**config.mk**
```make
export PLATFORM = sky130hd
export DESIGN_NAME = ccrb_register_bank
export DESIGN_NICKNAME = d
export VERILOG_FILES = /design/src/ccrb_pkg.sv /design/src/ccrb_register_bank.sv
export SDC_FILE = /design/constraint.sdc
export NUM_CORES = 1
export LEC_CHECK = 0
export BUFFER_PORTS_ARGS = -buffer_cell sky130_fd_sc_hd__buf_2
export CAP_MARGIN = 20
export CORE_MARGIN = 2
export CORE_UTILIZATION = 50
export CTS_CLUSTER_DIAMETER = 40
export DETAILED_ROUTE_END_ITERATION = 8
export PLACE_DENSITY_LB_ADDON = 0.3
export SETUP_SLACK_MARGIN = 0.15
export SYNTH_ARGS = -nofsm -noshare
export SYNTH_HDL_FRONTEND = slang
export SYNTH_SLANG_ARGS = --single-unit
```
**constraint.sdc**
```tcl
create_clock -name I_SYS_CLK -period 10.6 [get_ports I_SYS_CLK]
set_clock_uncertainty 0.2 [all_clocks]
set_input_delay 3.18 -clock I_SYS_CLK [delete_from_list [all_inputs] [get_ports I_SYS_CLK]]
set_output_delay 3.18 -clock I_SYS_CLK [all_outputs]
set_load 0.01 [all_outputs]
```
**src/ccrb_pkg.sv**
```systemverilog
// package: register map, field positions and reset values of the converter register bank
package ccrb_pkg;

    // ****************************************
    // register addresses
    // ****************************************
    localparam logic [3:0] ADDR_MAIN_CONFIG   = 4'h0;
    localparam logic [3:0] ADDR_RSVD_ONE      = 4'h1;
    localparam logic [3:0] ADDR_INPHASE_OFS   = 4'h2;
    localparam logic [3:0] ADDR_INPHASE_FS    = 4'h3;
    localparam logic [3:0] ADDR_CAL_ADJUST    = 4'h4;
    localparam logic [3:0] ADDR_CAL_VALUES    = 4'h5;
    localparam logic [3:0] ADDR_RSVD_SIX      = 4'h6;
    localparam logic [3:0] ADDR_INTERLEAVE_TM = 4'h7;
    localparam logic [3:0] ADDR_RSVD_EIGHT    = 4'h8;
    localparam logic [3:0] ADDR_RSVD_NINE     = 4'h9;
    localparam logic [3:0] ADDR_QUAD_OFS      = 4'ha;
    localparam logic [3:0] ADDR_QUAD_FS       = 4'hb;
    localparam logic [3:0] ADDR_APERTURE_CRS  = 4'hc;
    localparam logic [3:0] ADDR_APERTURE_FINE = 4'hd;
    localparam logic [3:0] ADDR_MULTI_SYNC    = 4'he;
    localparam logic [3:0] ADDR_RSVD_FIFTEEN  = 4'hf;

    localparam int NUM_SLOTS = 16;
    localparam int REG_WIDTH = 16;

    // ****************************************
    // main configuration field positions
    // ****************************************
    localparam int BIT_CAL_TRIGGER     = 15;
    localparam int BIT_CLK_PHASE_SEL   = 14;
    localparam int BIT_OUT_VOLT_SEL    = 13;
    localparam int BIT_TEST_PATTERN    = 12;
    localparam int BIT_PWR_DN_INPHASE  = 11;
    localparam int BIT_PWR_DN_QUAD     = 10;
    localparam int BIT_INTERLEAVE      = 7;
    localparam int BIT_INTERLEAVE_Q    = 6;
    localparam int BIT_INTERLEAVE_IQ   = 5;
    localparam int BIT_TWOS_COMPLEMENT = 4;
    localparam int BIT_TIME_STAMP      = 3;
    localparam int BIT_SINGLE_RATE     = 2;

    // ****************************************
    // reset values
    // ****************************************
    localparam logic [15:0] RST_MAIN_CONFIG = 16'h2000;
    localparam logic [15:0] RST_OTHER       = 16'h0000;
    localparam logic [15:0] RD_RESERVED     = 16'h0000;

    // true for the eleven read/write slots
    function automatic logic is_rw_slot(input logic [3:0] a);
        return !(a == ADDR_RSVD_ONE || a == ADDR_RSVD_SIX || a == ADDR_RSVD_EIGHT ||
                 a == ADDR_RSVD_NINE || a == ADDR_RSVD_FIFTEEN);
    endfunction

endpackage

```
**src/ccrb_register_bank.sv**
```systemverilog
// converter control register bank: sixteen-slot map, main configuration decode
`timescale 1ns/1ps

module ccrb_register_bank (
    input  wire logic        I_SYS_CLK,
    input  wire logic        I_RESET,
    input  wire logic        I_CLK_EN,
    input  wire logic        I_EXT_CTRL_MODE,
    input  wire logic        I_WR_EN,
    input  wire logic        I_RD_EN,
    input  wire logic [3:0]  I_ADDR,
    input  wire logic [15:0] I_WR_DATA,
    input  wire logic        I_PIN_SINGLE_RATE,
    input  wire logic        I_PIN_CLK_PHASE_SEL,
    input  wire logic        I_PIN_CAL_TRIGGER,
    output logic [15:0]      O_RD_DATA,
    output logic             O_RD_VALID,
    output logic             O_CAL_START,
    output logic             O_SINGLE_RATE,
    output logic             O_CLK_PHASE_90,
    output logic             O_DATA_ON_FALLING,
    output logic             O_OUT_VOLT_SEL,
    output logic             O_TEST_PATTERN,
    output logic             O_PWR_DN_INPHASE,
    output logic             O_PWR_DN_QUAD,
    output logic             O_TWOS_COMPLEMENT,
    output logic             O_TIME_STAMP,
    output logic [15:0]      O_MAIN_CONFIG
);

    // ****************************************
    // storage and decode
    // ****************************************
    logic [15:0] regs_r [ccrb_pkg::NUM_SLOTS];
    logic [15:0] rd_data_nxt;
    logic        cal_level_r;
    logic        wr_hit;
    logic [15:0] cfg;
    logic        cal_req;
    logic        single_rate;
    logic        phase_sel;

    assign wr_hit = I_WR_EN && ccrb_pkg::is_rw_slot(I_ADDR);

    assign rd_data_nxt = ccrb_pkg::is_rw_slot(I_ADDR) ? regs_r[I_ADDR]
                                                       : ccrb_pkg::RD_RESERVED;

    generate
        for (genvar g = 0; g < ccrb_pkg::NUM_SLOTS; g++) begin : g_slot
            always_ff @(posedge I_SYS_CLK) begin
                if (I_RESET) begin
                    regs_r[g] <= (g == ccrb_pkg::ADDR_MAIN_CONFIG) ?
                                 ccrb_pkg::RST_MAIN_CONFIG : ccrb_pkg::RST_OTHER;
                end else if (I_CLK_EN && wr_hit && I_ADDR == 4'(g)) begin
                    regs_r[g] <= I_WR_DATA;
                end
            end
        end
    endgenerate

    // ****************************************
    // mode selection
    // ****************************************
    assign cfg = regs_r[ccrb_pkg::ADDR_MAIN_CONFIG];

    assign single_rate = I_EXT_CTRL_MODE ? cfg[ccrb_pkg::BIT_SINGLE_RATE] : I_PIN_SINGLE_RATE;
    assign phase_sel   = I_EXT_CTRL_MODE ? cfg[ccrb_pkg::BIT_CLK_PHASE_SEL]
                                         : I_PIN_CLK_PHASE_SEL;
    assign cal_req     = I_EXT_CTRL_MODE ? cfg[ccrb_pkg::BIT_CAL_TRIGGER] : I_PIN_CAL_TRIGGER;

    // ****************************************
    // output flops
    // ****************************************
    always_ff @(posedge I_SYS_CLK) begin
        if (I_RESET) begin
            O_RD_DATA   <= 16'h0000;
            O_RD_VALID  <= 1'b0;
            cal_level_r <= 1'b0;
            O_CAL_START <= 1'b0;
        end else if (I_CLK_EN) begin
            O_RD_DATA   <= I_RD_EN ? rd_data_nxt : O_RD_DATA;
            O_RD_VALID  <= I_RD_EN;
            cal_level_r <= cal_req;
            O_CAL_START <= cal_req && !cal_level_r;
        end
    end

    always_ff @(posedge I_SYS_CLK) begin
        if (I_RESET) begin
            O_SINGLE_RATE     <= 1'b0;
            O_CLK_PHASE_90    <= 1'b0;
            O_DATA_ON_FALLING <= 1'b0;
            O_OUT_VOLT_SEL    <= 1'b1;
            O_TEST_PATTERN    <= 1'b0;
            O_PWR_DN_INPHASE  <= 1'b0;
            O_PWR_DN_QUAD     <= 1'b0;
            O_TWOS_COMPLEMENT <= 1'b0;
            O_TIME_STAMP      <= 1'b0;
            O_MAIN_CONFIG     <= ccrb_pkg::RST_MAIN_CONFIG;
        end else if (I_CLK_EN) begin
            O_SINGLE_RATE     <= single_rate;
            O_CLK_PHASE_90    <= !single_rate && phase_sel;
            O_DATA_ON_FALLING <= single_rate && phase_sel;
            O_OUT_VOLT_SEL    <= I_EXT_CTRL_MODE ? cfg[ccrb_pkg::BIT_OUT_VOLT_SEL] : 1'b1;
            O_TEST_PATTERN    <= I_EXT_CTRL_MODE && cfg[ccrb_pkg::BIT_TEST_PATTERN];
            O_PWR_DN_INPHASE  <= I_EXT_CTRL_MODE && cfg[ccrb_pkg::BIT_PWR_DN_INPHASE];
            O_PWR_DN_QUAD     <= I_EXT_CTRL_MODE && cfg[ccrb_pkg::BIT_PWR_DN_QUAD];
            O_TWOS_COMPLEMENT <= I_EXT_CTRL_MODE && cfg[ccrb_pkg::BIT_TWOS_COMPLEMENT];
            O_TIME_STAMP      <= I_EXT_CTRL_MODE && cfg[ccrb_pkg::BIT_TIME_STAMP];
            O_MAIN_CONFIG     <= cfg;
        end
    end

endmodule

```
; ---- Word level (Yosys, flattened, before mapping)
; Memory sizes are Yosys's and may differ from the RTL's.
; Index checks and enable logic that the tools add are counted.
[totals]
in_bits = 29
register_bits = 44
n_memories = 1
output_inout_bits = 43
ramBits = 256
wordCells = 152
[mem_list]
columns = memory, depth, width, read_ports, rd_clocked_by_memory_dff, write_ports, line_no
row1 = regs_r, 16, 16, 2, 0, 16, ccrb_register_bank.sv:34  ; logic [15:0] regs_r [ccrb_pkg::NUM_SLOTS];
[classes]
n_bitwise = 16
n_mux = 71
n_eq_ne = 15
reduce_logical = 35
[ops]
columns = operator, count
row1 = $mux 16, 17
row2 = $mux 1, 54
row3 = $eq 4x4->1 const B, 8
row4 = $logic_and 1x1->1, 26
row5 = $eq 4x3->1 const B, 4
row6 = $or 1x1->1, 16
row7 = $eq 4x2->1 const B, 2
row8 = $eq 4x1->1 const B, 1
row9 = $logic_not 4->1, 1
row10 = $logic_or 1x1->1, 4
row11 = $logic_not 1->1, 3
row12 = $reduce_and 2->1, 1

; ---- Longest topological paths before layout
; Gate-level depths: netlist of run 1.
[logic_depth]
word_depth = 13
depth_mapped = 6
mapped_depth_nobuf = 3

; ---- Least setup slack after synthesis of run 1
; No wires, ideal clock.
[synth_path]
path_type = input port to flip-flop
startpoint = input port I_ADDR[0]
endpoint = memory regs_r[11][0] (enable)
n_path_buf = 3
path_stages = 5
required_time_ns = 9.986
t_arrival_ns = 5.094
setup_slack_ns = 4.892
path_cell_list = buf_6 buf_4 buf_2 inv_1 o31ai_1
[synth_lines]
columns = item, line_no
row1 = from (decl), ccrb_register_bank.sv:11  ; input wire logic [3:0] I_ADDR,
row2 = to (decl), ccrb_register_bank.sv:34

==> results of run 1 <==
-- worst max-delay path: cells and delay by family --
family                 cells  cell delay, ns
AO/OA/AOI/OAI              2            1.17
buffers and inverters      2            1.07
AND/OR/NAND/NOR            1            0.20
-- synthesized netlist by cell type (2+ instances only) --
master	instances
clkbuf_2	4
buf_1	2
dfxtp_1	44
nor2_1	23
nand2b_1	5
mux4_1	16
buf_2	18
nor2b_1	2
nor3_4	3
buf_6	8
mux2i_1	52
nor4_4	4
buf_4	4
a21oi_1	7
o221ai_1	16
inv_1	4
and2_1	175
nor4_2	3
nor3_1	2
edfxtp_1	256
nand3_1	5
a31o_2	2
o31ai_1	2
mux4_2	48
clkbuf_1	29
a21o_1	7
nand3b_4	2
nand2_1	20
-- final timing paths --
| path | startpoint | endpoint | slack (ns) | depth (start not counted) |
|---|---|---|---|---|
| worst min register to register | O_SINGLE_RATE$_SDFFE_PP0P_ | O_SINGLE_RATE$_SDFFE_PP0P_ | 0.27 | 1 |
| worst max register to register | regs_r[0][11]$_SDFFCE_PN0P_ | O_RD_DATA[11]$_SDFFE_PP0P_ | 8.86 | 3 |
| worst min-delay path | O_SINGLE_RATE$_SDFFE_PP0P_ | O_SINGLE_RATE$_SDFFE_PP0P_ | 0.27 | 1 |
| worst max-delay path | I_ADDR[3] | regs_r[12][5]$_SDFFCE_PN0P_ | 4.90 | 5 |
-- cell type report --
cell class	instances	area, um^2	share of cell area [%]
Clock inverter	27	329	2.16
Tap cell	335	419	2.75
Sequential cell	300	8570	56.3
Clock buffer	47	1080	7.09
Inverter	4	15.0	0.0986
Multi-Input combinational cell	495	4340	28.5
Timing Repair Buffer	83	473	3.11
-- through the flow --
stage	total power [mW]	hold slack (ns)	worst slack [ns]	instances
after detailed placement	1.60	0.254	4.21	1216
after floorplan	1.53	0.260	4.89	866
after CTS	2.98	0.267	4.75	1290
after global routing	3.05	0.296	4.78	1291
after global placement	1.59	0.251	4.24	1216
final	2.96	0.265	4.90	1291
-- routing by layer --
metal  wire length (um)  part of all wire [%]  up-vias
met3               2110                   7.5       45
met5                  0                     0        -
met4                657                   2.3        0
met1              12100                    43     3576
met2              13200                    47      264
li1                   -                     -     3189
-- placed cells by master, fill, tap and decap left out, types with 5 or more instances in the layout --
master / synthesis / final
mux2i_1: 52 / 52
buf_4: 4 / 14
bufinv_16: 0 / 5
nand2_1: 20 / 20
o221ai_1: 16 / 16
mux4_2: 48 / 48
clkbuf_16: 0 / 42
clkinv_2: 0 / 5
mux4_1: 16 / 16
nand2b_1: 5 / 5
dfxtp_1: 44 / 44
nand3_1: 5 / 5
nor2_1: 23 / 23
a21oi_1: 7 / 7
conb_1: 1 / 80
buf_2: 18 / 68
a21o_1: 7 / 7
edfxtp_1: 256 / 256
and2_1: 175 / 175
-- cell families (layout without fill, tap and decap cells) --
| kind of cell | Yosys count | after routing | synth area share (%) |
|---|---|---|---|
| AND/OR/NAND/NOR | 254 | 254 | 12.8 |
| AO/OA/AOI/OAI | 43 | 43 | 2.53 |
| buffers and inverters | 71 | 161 | 3.04 |
| other | 1 | 80 | 0.0288 |
| multiplexers | 117 | 117 | 15.6 |
| flip-flops | 300 | 300 | 65.9 |
| XOR/XNOR | 1 | 1 | 0.0674 |
-- where the power goes --
group          internal (mW)  switching (mW)  total [mW]
Combinational         0.0781           0.111       0.189
Sequential              1.36          0.0258        1.38
Clock                  0.867           0.525        1.39
Total                   2.30           0.661        2.96
==> results.md, run 1 <==
Status:
- The run finished with clean final reports.

Worst setup path:
- STA classifies the critical path startpoint as an input port.
- The largest individual stage delay along the critical path comes from the cell a21o_1.
- The largest fanout on the critical path is 41.
- The worst setup path is captured at a register.
- The critical path's most frequent cell is buf_4.
- The worst setup path category is in2reg.
- On the worst path, the slowest cell contributes a delay of 0.80 ns.
- At the worst endpoint, the arrival time is 5.64 ns.
- The required time at the endpoint of the critical path is 10.54 ns.
- Traced cell by cell, the critical path runs through buf_4 -> buf_4 -> a21bo_2 -> nor2_1 -> a21o_1.

GRT:
- For this run, global-route usage on met2 was measured as 34.1%.
- The met1 capacity usage during global routing is 30.1%.
- The met3 track demand over resource is 3.95%.
- Entering global routing, the biggest net connects 66 pins.
- The via count of the first global-routing pass was 6941.
- The number of antenna violations at the first check in global routing is 0.
- Global routing used 21.4% of the available tracks across all layers.
- The global route total overflow is 0.
- The wire length of the first global-routing pass is 42.4 mm.
- The busiest metal layer after global routing is met2.

Clock tree:
- The setup fix buffers added after clock tree synthesis is 0.
- The number of gates resized after CTS was 0.
- TritonCTS built the clock tree.
- The number of sinks on the clock net is 300.
- The number of clock buffers inserted by TritonCTS is 41.
- The tree is rooted in a clkbuf_16.
- In this run the number of H-tree levels came out at 2.
- The clock passes through at most 3 buffers.
- The clock-pin slew on the worst setup and hold paths is 0.05 ns.
- For the worst-skew pair, the clock arrives at the later sink with an insertion delay of 0.53 ns.
- The quantity of hold-fixing buffers added after cts is 0.

Route:
- After detailed routing, the number of vias per cell comes to 5.48.
- For this run, design rule violations remaining after detail routing come to 0.
- The final route contains 7074 vias.
- The detail route stage leaves a number of antenna-violating nets equal to 0.
- The final layout contains routed wiring with a total length of 28.1 mm.
- For this run, the detailed router's first-pass iteration total came to 5.
- The iteration-0 DRC count of the detailed router is 723.
- Dividing the detail-routed wire length by the instance count gives 21.8 um.

Hold path:
- The kind of path behind the tightest hold check is reg2reg.

Timing:
- The count of endpoints failing hold in the final timing report is 0.
- The clock period could shrink to 5.70 ns.
- The upper clock frequency limit is 175 MHz.
- The worst pin sits at a relative slew slack of 30.3%.
- The final number of max-transition violations came to 0.
- Setup repair after global routing left no endpoint under its margin.
- For the pin with the worst max-slew slack, the measured transition is 1.05 ns.
- The share of the cycle needed by the critical path after routing is 53.8%.
- In the final timing run, aggregate negative setup slack is 0 ns.
- Setup violations remaining at the end of the flow were counted as 0.

Final layout:
- The final-layout fill cell count is 1937.
- Of the cells placed in the final design, the portion with a size suffix greater than 1 is 23.3%.
- Compared with the post-synthesis result, the final layout area differs by 17.1%.
- The register with the most flip-flops in the layout has 256 of them.
- The number of antenna diodes in the final layout is 0.
- In the final layout, the registers with the most flip-flops are regs_r x256, O_MAIN_CONFIG x16, O_RD_DATA x16.
- At the end of the flow the core is filled with cells to 59.1%.
- The final design instance area without fill is 0.0152 mm^2.
- Counting flops per register, the top entry is regs_r.
- For this run, the post-layout net count is 954.

Die:
- The width of the die is 165 um.
- The total number of placement rows is 59.
- The number of I/O pins is 72.
- The initial cell density of the core is 50.5%.
- The die span in y is 165 um.
- The die covers 0.0273 mm^2.
- The core region is 0.0258 mm^2.

Logic synthesis:
- The largest area contributor in the synthesized netlist is edfxtp_1.
- The number of warning messages in the yosys log is 0.
- The number of storage elements in the synthesis netlist is 300.
- The fraction of post-synthesis cell area in the top cell type by area is 59.1%.
- After synthesis, the mean cell area works out to 16.5 um^2.
- Counting flops with a built-in enable in the synthesized netlist gives 256.
- Summing the sequential cell areas from Yosys gives 65.9% of the chip area.
- The proportion of synthesized flip-flops having asynchronous set or reset is 0%.
- In the synthesized netlist the dominant register cell turns out to be edfxtp_1.
- The post-synth design cell area is 0.0130 mm^2.
- Counting every instance in the synthesized netlist gives 787.
- The distinct cell type count after synthesis is 52.
- After synthesis, the cell types taking the most area are edfxtp_1 (59%), and2_1 (8.4%), mux4_2 (8.3%), dfxtp_1 (6.8%), mux2i_1 (4.0%).

Placed design:
- Routability-driven placement finished with a final weighted congestion of 0.732.
- The area after detailed placement is 0.0138 mm^2.
- In this run the tool buffered the top-level ports with 71 buffer cells.
- The half-perimeter wire length of the detailed placement result is 16.9 mm.

Pwr:
- IR analysis of the VDD net gives a maximum drop of 0.176 mV.
- In this run the power density over the cells is 195 mW/mm^2.
- The analysis attributes to cell leakage a power of 5.80 nW.

Flow run:
- Across the run, the number of max-cap violations was 0.
Power figures use the tool's default switching activity.
==> inputs of run 2 (changes only) <==
==> constraint.sdc (replaced) <==
create_clock -name I_SYS_CLK -period 5.4 [get_ports I_SYS_CLK]
set_clock_uncertainty 0.2 [all_clocks]
set_input_delay 1.62 -clock I_SYS_CLK [delete_from_list [all_inputs] [get_ports I_SYS_CLK]]
set_output_delay 1.62 -clock I_SYS_CLK [all_outputs]
set_load 0.01 [all_outputs]
==> run 2 against run 1 <==
Wire length fell by 0.98%. Sequential power up 96%. Largest cell class unchanged. Utilization is 0.24 points lower. Register-to-register slack worse by 5.1 ns. Worst hold slack worse by 0.015 ns. Worst setup slack lost 3.2 ns.
==> results.md, run 2 (synthesized netlist as in run 1, its figures left out) <==
Clock tree:
- The quantity of hold-fixing buffers added after cts came to 0 (unchanged).
- The clock latency on the worst-skew pair came to 0.53 ns (about the same).
- The H-tree depth was 2 (unchanged).
- TritonCTS built the clock tree.
- The clock-pin slew on the worst setup and hold paths came to 0.05 ns (about the same).
- The largest buffer count on any clock path was 3 (unchanged).
- The number of sinks on the clock net is 300 (unchanged).
- The root buffer cell is clkbuf_16.
- The number of clock buffers inserted by TritonCTS is 40 (-2.4%).
- The setup fix buffers added after clock tree synthesis is 0 (unchanged).
- The count of cells resized by post-cts repair is 0 (unchanged).

Pwr:
- The total power divided by cell area is 376 mW/mm^2 (+93%).
- The worst ir drop on vdd came to 0.250 mV (+42%).
- The leakage power summed over all cells came to 5.78 nW (-0.38%).

Die:
- The width of the die is 165 um (unchanged).
- The full die area is 0.0273 mm^2 (unchanged).
- The total number of placement rows is 59 (unchanged).
- The area of the core is 0.0258 mm^2 (unchanged).
- The initial cell density of the core is 50.5% (unchanged).
- The number of I/O pins is 72 (unchanged).
- The die span in y came to 165 um (unchanged).

Final layout:
- The largest registers in the layout are regs_r x256, O_MAIN_CONFIG x16, O_RD_DATA x16.
- The number of antenna cells inserted came to 0 (unchanged).
- Ranked by flip-flop count, first place goes to regs_r.
- The layout cell share with drive strength beyond 1 is 23.7% (+0.37 points).
- The commonest non-fill, non-tap cell in the layout is edfxtp_1.
- In the layout the commonest cells are edfxtp_1 (256), and2_1 (175), conb_1 (80).
- The number of nets at the end of the flow came to 957 (+0.31%).
- The area growth from synthesis to layout is 16.6%.
- The flip-flop count of the largest register after layout is 256 (unchanged).

GRT:
- The via count of the first global-routing pass is 7088 (+2.1%).
- The global route total overflow was 0 (unchanged).
- The overall routing resource usage came to 21.4% (-0.027 points).
- The pin count of the biggest net entering global routing is 67 (+1.5%).
- The wire length of the first global-routing pass is 42.6 mm (+0.50%).
- The number of antenna violations at the first check in global routing came to 0 (unchanged).

Flow run:
- The max-cap violation count is 0 (unchanged).

Placed design:
- The count of buffers inserted at the top-level ports was 71 (unchanged).
- The weighted congestion reported at the end of routability-driven placement is 0.782 (+6.9%).
- The half-perimeter wire length of the detailed placement result is 17.4 mm (+3.1%).

Worst setup path:
- The largest fanout on the critical path came to 30 (-27%).
- The worst setup path is of the in2reg kind.
- The required time at the endpoint of the critical path is 5.35 ns (-5.19 ns).
- The type of origin of the critical path is an input port.
- The critical path arrival is 3.69 ns (-1.95 ns).
- STA classifies the critical path endpoint as a register.

Route:
- The number of routed nets with antenna violations is 0 (unchanged).
- The iteration-0 DRC count of the detailed router is 674 (-6.8%).
- The total DRC errors in the routed layout is 0 (unchanged).
- The vias per cell came to 5.42 (-1.1%).
- The via count is 7009 (-0.92%).
- The final wirelength came to 27.8 mm (-0.98%).
- The average wire per standard cell is 21.5 um (-1.1%).
- The count of TritonRoute iterations in the first routing pass was 5 (unchanged).

Timing:
- The share of the cycle needed by the critical path after routing is 69.2%.
- The transition time at the pin with the least slew margin is 1.00 ns (-0.0417 ns).
- The time the final worst path needs with I/O delays and setup is 3.73 ns.
- The count of endpoints failing hold in the final timing report came to 0 (unchanged).
- Setup repair after global routing left no endpoint under its margin.
- The final number of max-transition violations is 0 (unchanged).
- The final setup violation count came to 0 (unchanged).
- The worst hold margin is 0.250 ns (-0.0151 ns).
- Based on the critical path, the design can be clocked at up to 268 MHz.
- The normalized max-slew margin came to 32.6% (+2.3 points).
- The setup TNS is 0 ns (unchanged).

Hold path:
- The kind of path behind the tightest hold check is reg2reg.

Status:
- The run finished with clean final reports.
[run 2: cell types whose count changed in the layout (fill, tap and decap cells not counted), moves of 2 or more]
| cell | previous run | this run |
|---|---|---|
| inv_6 | 4 | 6 |
| clkbuf_1 | 4 | 1 |
| clkinv_8 | 2 | 0 |
| buf_4 | 14 | 19 |
| clkinv_4 | 3 | 5 |
[run 2: through the flow]
stage / power (mW) / setup slack, ns / instance area, um^2 / cells / utilization (%)
after floorplan: 3.00 / 1.25 / 13300 / 866 / -
after global placement: 3.12 / 1.11 / 13800 / 1219 / 53.6
after detailed placement: 3.13 / 1.16 / 13800 / 1221 / 53.7
after CTS: 5.76 / 1.69 / 15200 / 1293 / 58.9
after global routing: 5.88 / 1.53 / 15200 / 1293 / 58.9
final: 5.70 / 1.67 / 15200 / 1293 / 58.9
[run 2: worst max-delay path, stage by stage]
cell	delay, ns
buf_2	0.68
nor2b_1	0.31
nor3_1	0.40
a21o_1	0.66
[run 2: final timing paths]
check	startpoint	slack (ns)	cells past startpoint	end
hold reg to reg	O_SINGLE_RATE$_SDFFE_PP0P_	0.25	1	O_SINGLE_RATE$_SDFFE_PP0P_
hold / removal	O_SINGLE_RATE$_SDFFE_PP0P_	0.25	1	O_SINGLE_RATE$_SDFFE_PP0P_
setup reg to reg	regs_r[0][2]$_SDFFCE_PN0P_	3.73	3	O_RD_DATA[2]$_SDFFE_PP0P_
setup / recovery	I_ADDR[0]	1.67	4	regs_r[5][5]$_SDFFCE_PN0P_
[run 2: per-layer routing]
metal  global-route usage (%)  vias up  routed length [um]  share of wire (%)
met5                        0        -                   0                  0
met4                     6.76        0                 573                2.1
met3                     3.47       43                1770                6.3
met2                     34.5      259               13300                 48
met1                     30.1     3522               12200                 44
li1                         -     3185                   -                  -
[run 2: layout make-up]
type / instances / area, um^2
tap: 335 / 419
clock inverter: 30 / 307
clock buffer: 42 / 1030
timing repair buffer: 87 / 483
inverter: 4 / 15.0
sequential: 300 / 8570
fill: 1948 / 10600
multi-input combinational: 495 / 4340
[run 2: where the power goes]
group / total (mW) / switching (mW) / internal (mW)
sequential: 2.71 / 0.0515 / 2.66
combinational: 0.370 / 0.217 / 0.153
clock: 2.62 / 1.02 / 1.60
==> inputs of run 3 (changes only) <==
--- a/config.mk
+++ b/config.mk
@@ -5,6 +5,7 @@
 export SDC_FILE = /design/constraint.sdc
 export NUM_CORES = 1
 export LEC_CHECK = 0
+export ABC_AREA = 1
 export BUFFER_PORTS_ARGS = -buffer_cell sky130_fd_sc_hd__buf_2
 export CAP_MARGIN = 20
 export CORE_MARGIN = 2
==> constraint.sdc (replaced) <==
create_clock -name I_SYS_CLK -period 3.52 [get_ports I_SYS_CLK]
set_clock_uncertainty 0.2 [all_clocks]
set_input_delay 1.056 -clock I_SYS_CLK [delete_from_list [all_inputs] [get_ports I_SYS_CLK]]
set_output_delay 1.056 -clock I_SYS_CLK [all_outputs]
set_load 0.01 [all_outputs]
==> run 3 against run 2 <==
Wire length increased by 23%. First-iteration DRC count increased by 70%. Register-to-register slack got worse by 1.8 ns. Sequential power increased by 53%. Largest cell class unchanged. Largest power group is now the clock network. Critical path type unchanged. Worst hold slack improved by 0.0093 ns. Synthesized area increased by 5.8%.
==> results.md, run 3 <==
Status:
- The flow ran to the end, and the final reports show no timing, DRC or antenna violations.

Die:
- The number of I/O pins is 72 (unchanged).
- The area of the core came to 0.0270 mm^2 (+4.6%).
- The initial cell density of the core is 51.0% (+0.57 points).
- The total number of placement rows was 60 (+1.7%).
- The width of the die came to 170 um (+2.8%).
- The full die area is 0.0289 mm^2 (+5.7%).
- The die span in y came to 170 um (+2.8%).

Logic synthesis:
- The post-synth design cell area came to 0.0138 mm^2 (+5.8%).
- The fraction of post-synthesis cell area in the top cell type by area is 55.9% (-3.2 points).
- The number of warning messages in the yosys log is 0 (unchanged).
- The mean instance size in the synthesized netlist is 8.80 um^2 (-47%).
- The prevailing post-synth register cell is edfxtp_1.
- By count the netlist is led by nand2_1 (480), nor2_1 (351), edfxtp_1 (256).
- The share of synthesized area occupied by flip-flops and latches is 62.3% (-3.6 points).
- The most frequently used cell type in the post-synthesis netlist is nand2_1.
- The proportion of synthesized flip-flops having asynchronous set or reset is 0% (unchanged).
- The synthesized netlist cell count is 1563 (+99%).
- Sorting the synthesized cells by area gives the leading types as edfxtp_1 (56%), nand2_1 (13%), nor2_1 (9.6%), dfxtp_1 (6.4%), inv_1 (4.8%).
- Summed over all instances, the cell type with the most area after synthesis is edfxtp_1.
- The distinct cell type count after synthesis is 26 (-50%).
- The number of storage elements in the synthesis netlist is 300 (unchanged).
- The number of enable-type register cells in the synthesized netlist is 256 (unchanged).

Final layout:
- The signed area change from the synthesized netlist to the final layout is 18.2%.
- The largest registers in the layout are regs_r x256, O_MAIN_CONFIG x16, O_RD_DATA x16.
- The largest register by flop count is regs_r.
- The number of nets at the end of the flow is 1731 (+81%).
- The commonest non-fill, non-tap cell in the layout is nand2_1.
- The flip-flop count of the largest register after layout came to 256 (unchanged).
- The library cells used most frequently in the layout, excluding fill and tap cells, are nand2_1 (480), nor2_1 (350), edfxtp_1 (256).
- The layout cell share with drive strength beyond 1 is 11.8% (-12 points).

Pwr:
- The total power divided by cell area came to 560 mW/mm^2 (+49%).
- The share of power burned in combinational logic came to 8.4% (+1.9 points).
- The net switching power of the design is 2.18 mW (+68%).
- The portion of total power attributed to sequential cells is 45.6% (-1.9 points).
- The worst ir drop on vdd is 0.437 mV (+75%).
- The part of the power in the clock network is 46.0% (about the same).
- The fraction of power spent switching nets is 23.9% (+1.2 points).
- The leakage power summed over all cells is 7.53 nW (+30%).
- The design internal power is 6.93 mW (+57%).

GRT:
- The number of antenna violations at the first check in global routing is 2 (+2).
- The pin count of the biggest net entering global routing was 109 (+63%).
- The overall routing resource usage is 24.3% (+2.9 points).
- The via count of the first global-routing pass came to 9847 (+39%).
- The wire length of the first global-routing pass is 53.4 mm (+25%).
- The global route total overflow is 0 (unchanged).

Clock tree:
- The TritonCTS clock tree is built.
- The number of clock buffers inserted by TritonCTS is 41 (+2.5%).
- The largest buffer count on any clock path is 3 (unchanged).
- The number of sinks on the clock net is 300 (unchanged).
- The clock latency on the worst-skew pair is 0.53 ns (about the same).
- The clock-pin slew on the worst setup and hold paths is 0.06 ns (about the same).
- The setup fix buffers added after clock tree synthesis is 0 (unchanged).
- The H-tree depth is 2 (unchanged).
- The root buffer cell is clkbuf_16.
- The count of cells resized by post-cts repair came to 0 (unchanged).
- The quantity of hold-fixing buffers added after cts is 0 (unchanged).

Worst setup path:
- The delay of the slowest cell on the worst path is 0.44 ns (-0.24 ns).
- The critical path capture point type is a register.
- The largest fanout on the critical path is 11 (-63%).
- Among all stages on the critical path, the largest delay is contributed by o21ai_1.
- The critical path goes through buf_2 -> nand2_1 -> inv_1 -> nand2_1 -> nand2_1 -> nor2_4 -> nand3_1 -> o21ai_1 -> buf_4.
- By instance count, the cell type seen most on the critical path is nand2_1.
- The worst setup path category is in2reg.
- The type of origin of the critical path is an input port.
- The required time at the endpoint of the critical path came to 3.54 ns (-1.81 ns).
- The critical path arrival is 2.88 ns (-0.81 ns).

Placed design:
- The half-perimeter wire length of the detailed placement result came to 21.6 mm (+24%).
- The count of buffers inserted at the top-level ports is 71 (unchanged).
- The weighted congestion reported at the end of routability-driven placement is 0.958 (+22%).

Timing:
- Setup repair after global routing left no endpoint under its margin.
- The setup TNS is 0 ns (unchanged).
- The normalized max-slew margin is 49.1% (+16 points).
- The upper clock frequency limit is 349 MHz.
- The transition time at the pin with the least slew margin is 0.763 ns (-0.241 ns).
- The count of endpoints failing hold in the final timing report was 0 (unchanged).
- The final number of max-transition violations is 0 (unchanged).
- The worst hold margin came to 0.260 ns (+0.00933 ns).
- The time the final worst path needs with I/O delays and setup is 2.87 ns.
- The final setup violation count was 0 (unchanged).
- The share of the cycle needed by the critical path after routing is 81.4%.

Route:
- The vias per cell is 4.96 (-8.4%).
- The iteration-0 DRC count of the detailed router is 1147 (+70%).
- The number of routed nets with antenna violations is 0 (unchanged).
- The final wirelength is 34.2 mm (+23%).
- The via count is 10314 (+47%).
- The total DRC errors in the routed layout is 0 (unchanged).
- The count of TritonRoute iterations in the first routing pass came to 5 (unchanged).
- The average wire per standard cell is 16.5 um (-23%).

Hold path:
- The kind of path behind the tightest hold check is reg2reg.

Flow run:
- The max-cap violation count is 0 (unchanged).
[run 3: cell count changes after synthesis, sizes merged, moves of 52 or more]
| cell | change |
|---|---|
| and2 | -175 |
| inv | +174 |
| mux2i | -52 |
| mux4 | -64 |
| nand2 | +461 |
| nor2 | +331 |
| o21ai | +65 |
[run 3: per-stage QoR]
step	std cells	utilization (%)	worst slack, ns	cell area, um^2	power [mW]
6_report	2078	60.3	0.655	16300	9.11
3_3_place_gp	2000	55.0	0.192	14800	4.96
2_1_floorplan	1642	-	0.0713	14100	4.70
5_1_grt	2078	60.3	0.566	16300	9.40
4_1_cts	2076	60.3	0.721	16200	9.14
3_5_place_dp	2000	55.0	0.186	14800	4.98
[run 3: cell families (layout without fill, tap and decap cells)]
family / Yosys count / in the layout / share of synthesized area [%]
and+or+nand+nor: 882 / 882 / 25.8
DFF: 300 / 300 / 62.3
buffers and inverters: 277 / 370 / 7.79
AOI/OAI and AO/OA: 103 / 103 / 4.08
other: 1 / 82 / 0.0273
[run 3: layout make-up]
| type | count | area, um^2 |
|---|---|---|
| clock inverter | 20 | 216 |
| timing repair buffer | 114 | 733 |
| tap | 341 | 427 |
| antenna | 2 | 5.00 |
| clock buffer | 56 | 1200 |
| inverter | 180 | 677 |
| sequential | 300 | 8570 |
| multi-input combinational | 1065 | 4430 |
| fill | 2268 | 10700 |
[run 3: power groups by stage]
stage	clock network, mW	logic [mW]	registers [mW]
floorplan	0	0.475	4.22
global placement	0	0.747	4.22
detailed placement	0	0.757	4.22
CTS	4.22	0.764	4.15
global route	4.37	0.858	4.17
finish	4.19	0.768	4.15
[run 3: layer usage]
layer  track usage (%)  wire length (um)  up-vias
li1                  -                 -     5091
met1              34.3             14800     4701
met2              38.0             15300      445
met3              4.63              3110       77
met4              8.44              1110        0
met5                 0                 0        -
[run 3: final timing paths]
path,from,endpoint,slack [ns],depth (start not counted)
max reg2reg,regs_r[0][14]$_SDFFCE_PN0P_,O_RD_DATA[14]$_SDFFE_PP0P_,1.93,8
max,I_ADDR[3],regs_r[4][3]$_SDFFCE_PN0P_,0.65,9
min,O_MAIN_CONFIG[15]$_SDFFE_PP0P_,O_MAIN_CONFIG[15]$_SDFFE_PP0P_,0.26,2
min reg2reg,O_MAIN_CONFIG[15]$_SDFFE_PP0P_,O_MAIN_CONFIG[15]$_SDFFE_PP0P_,0.26,2
[run 3: worst max-delay path, delay by kind of cell]
family	cells	cell delay [ns]
compound gates	1	0.44
buf+inv	3	0.47
simple gates	5	0.91
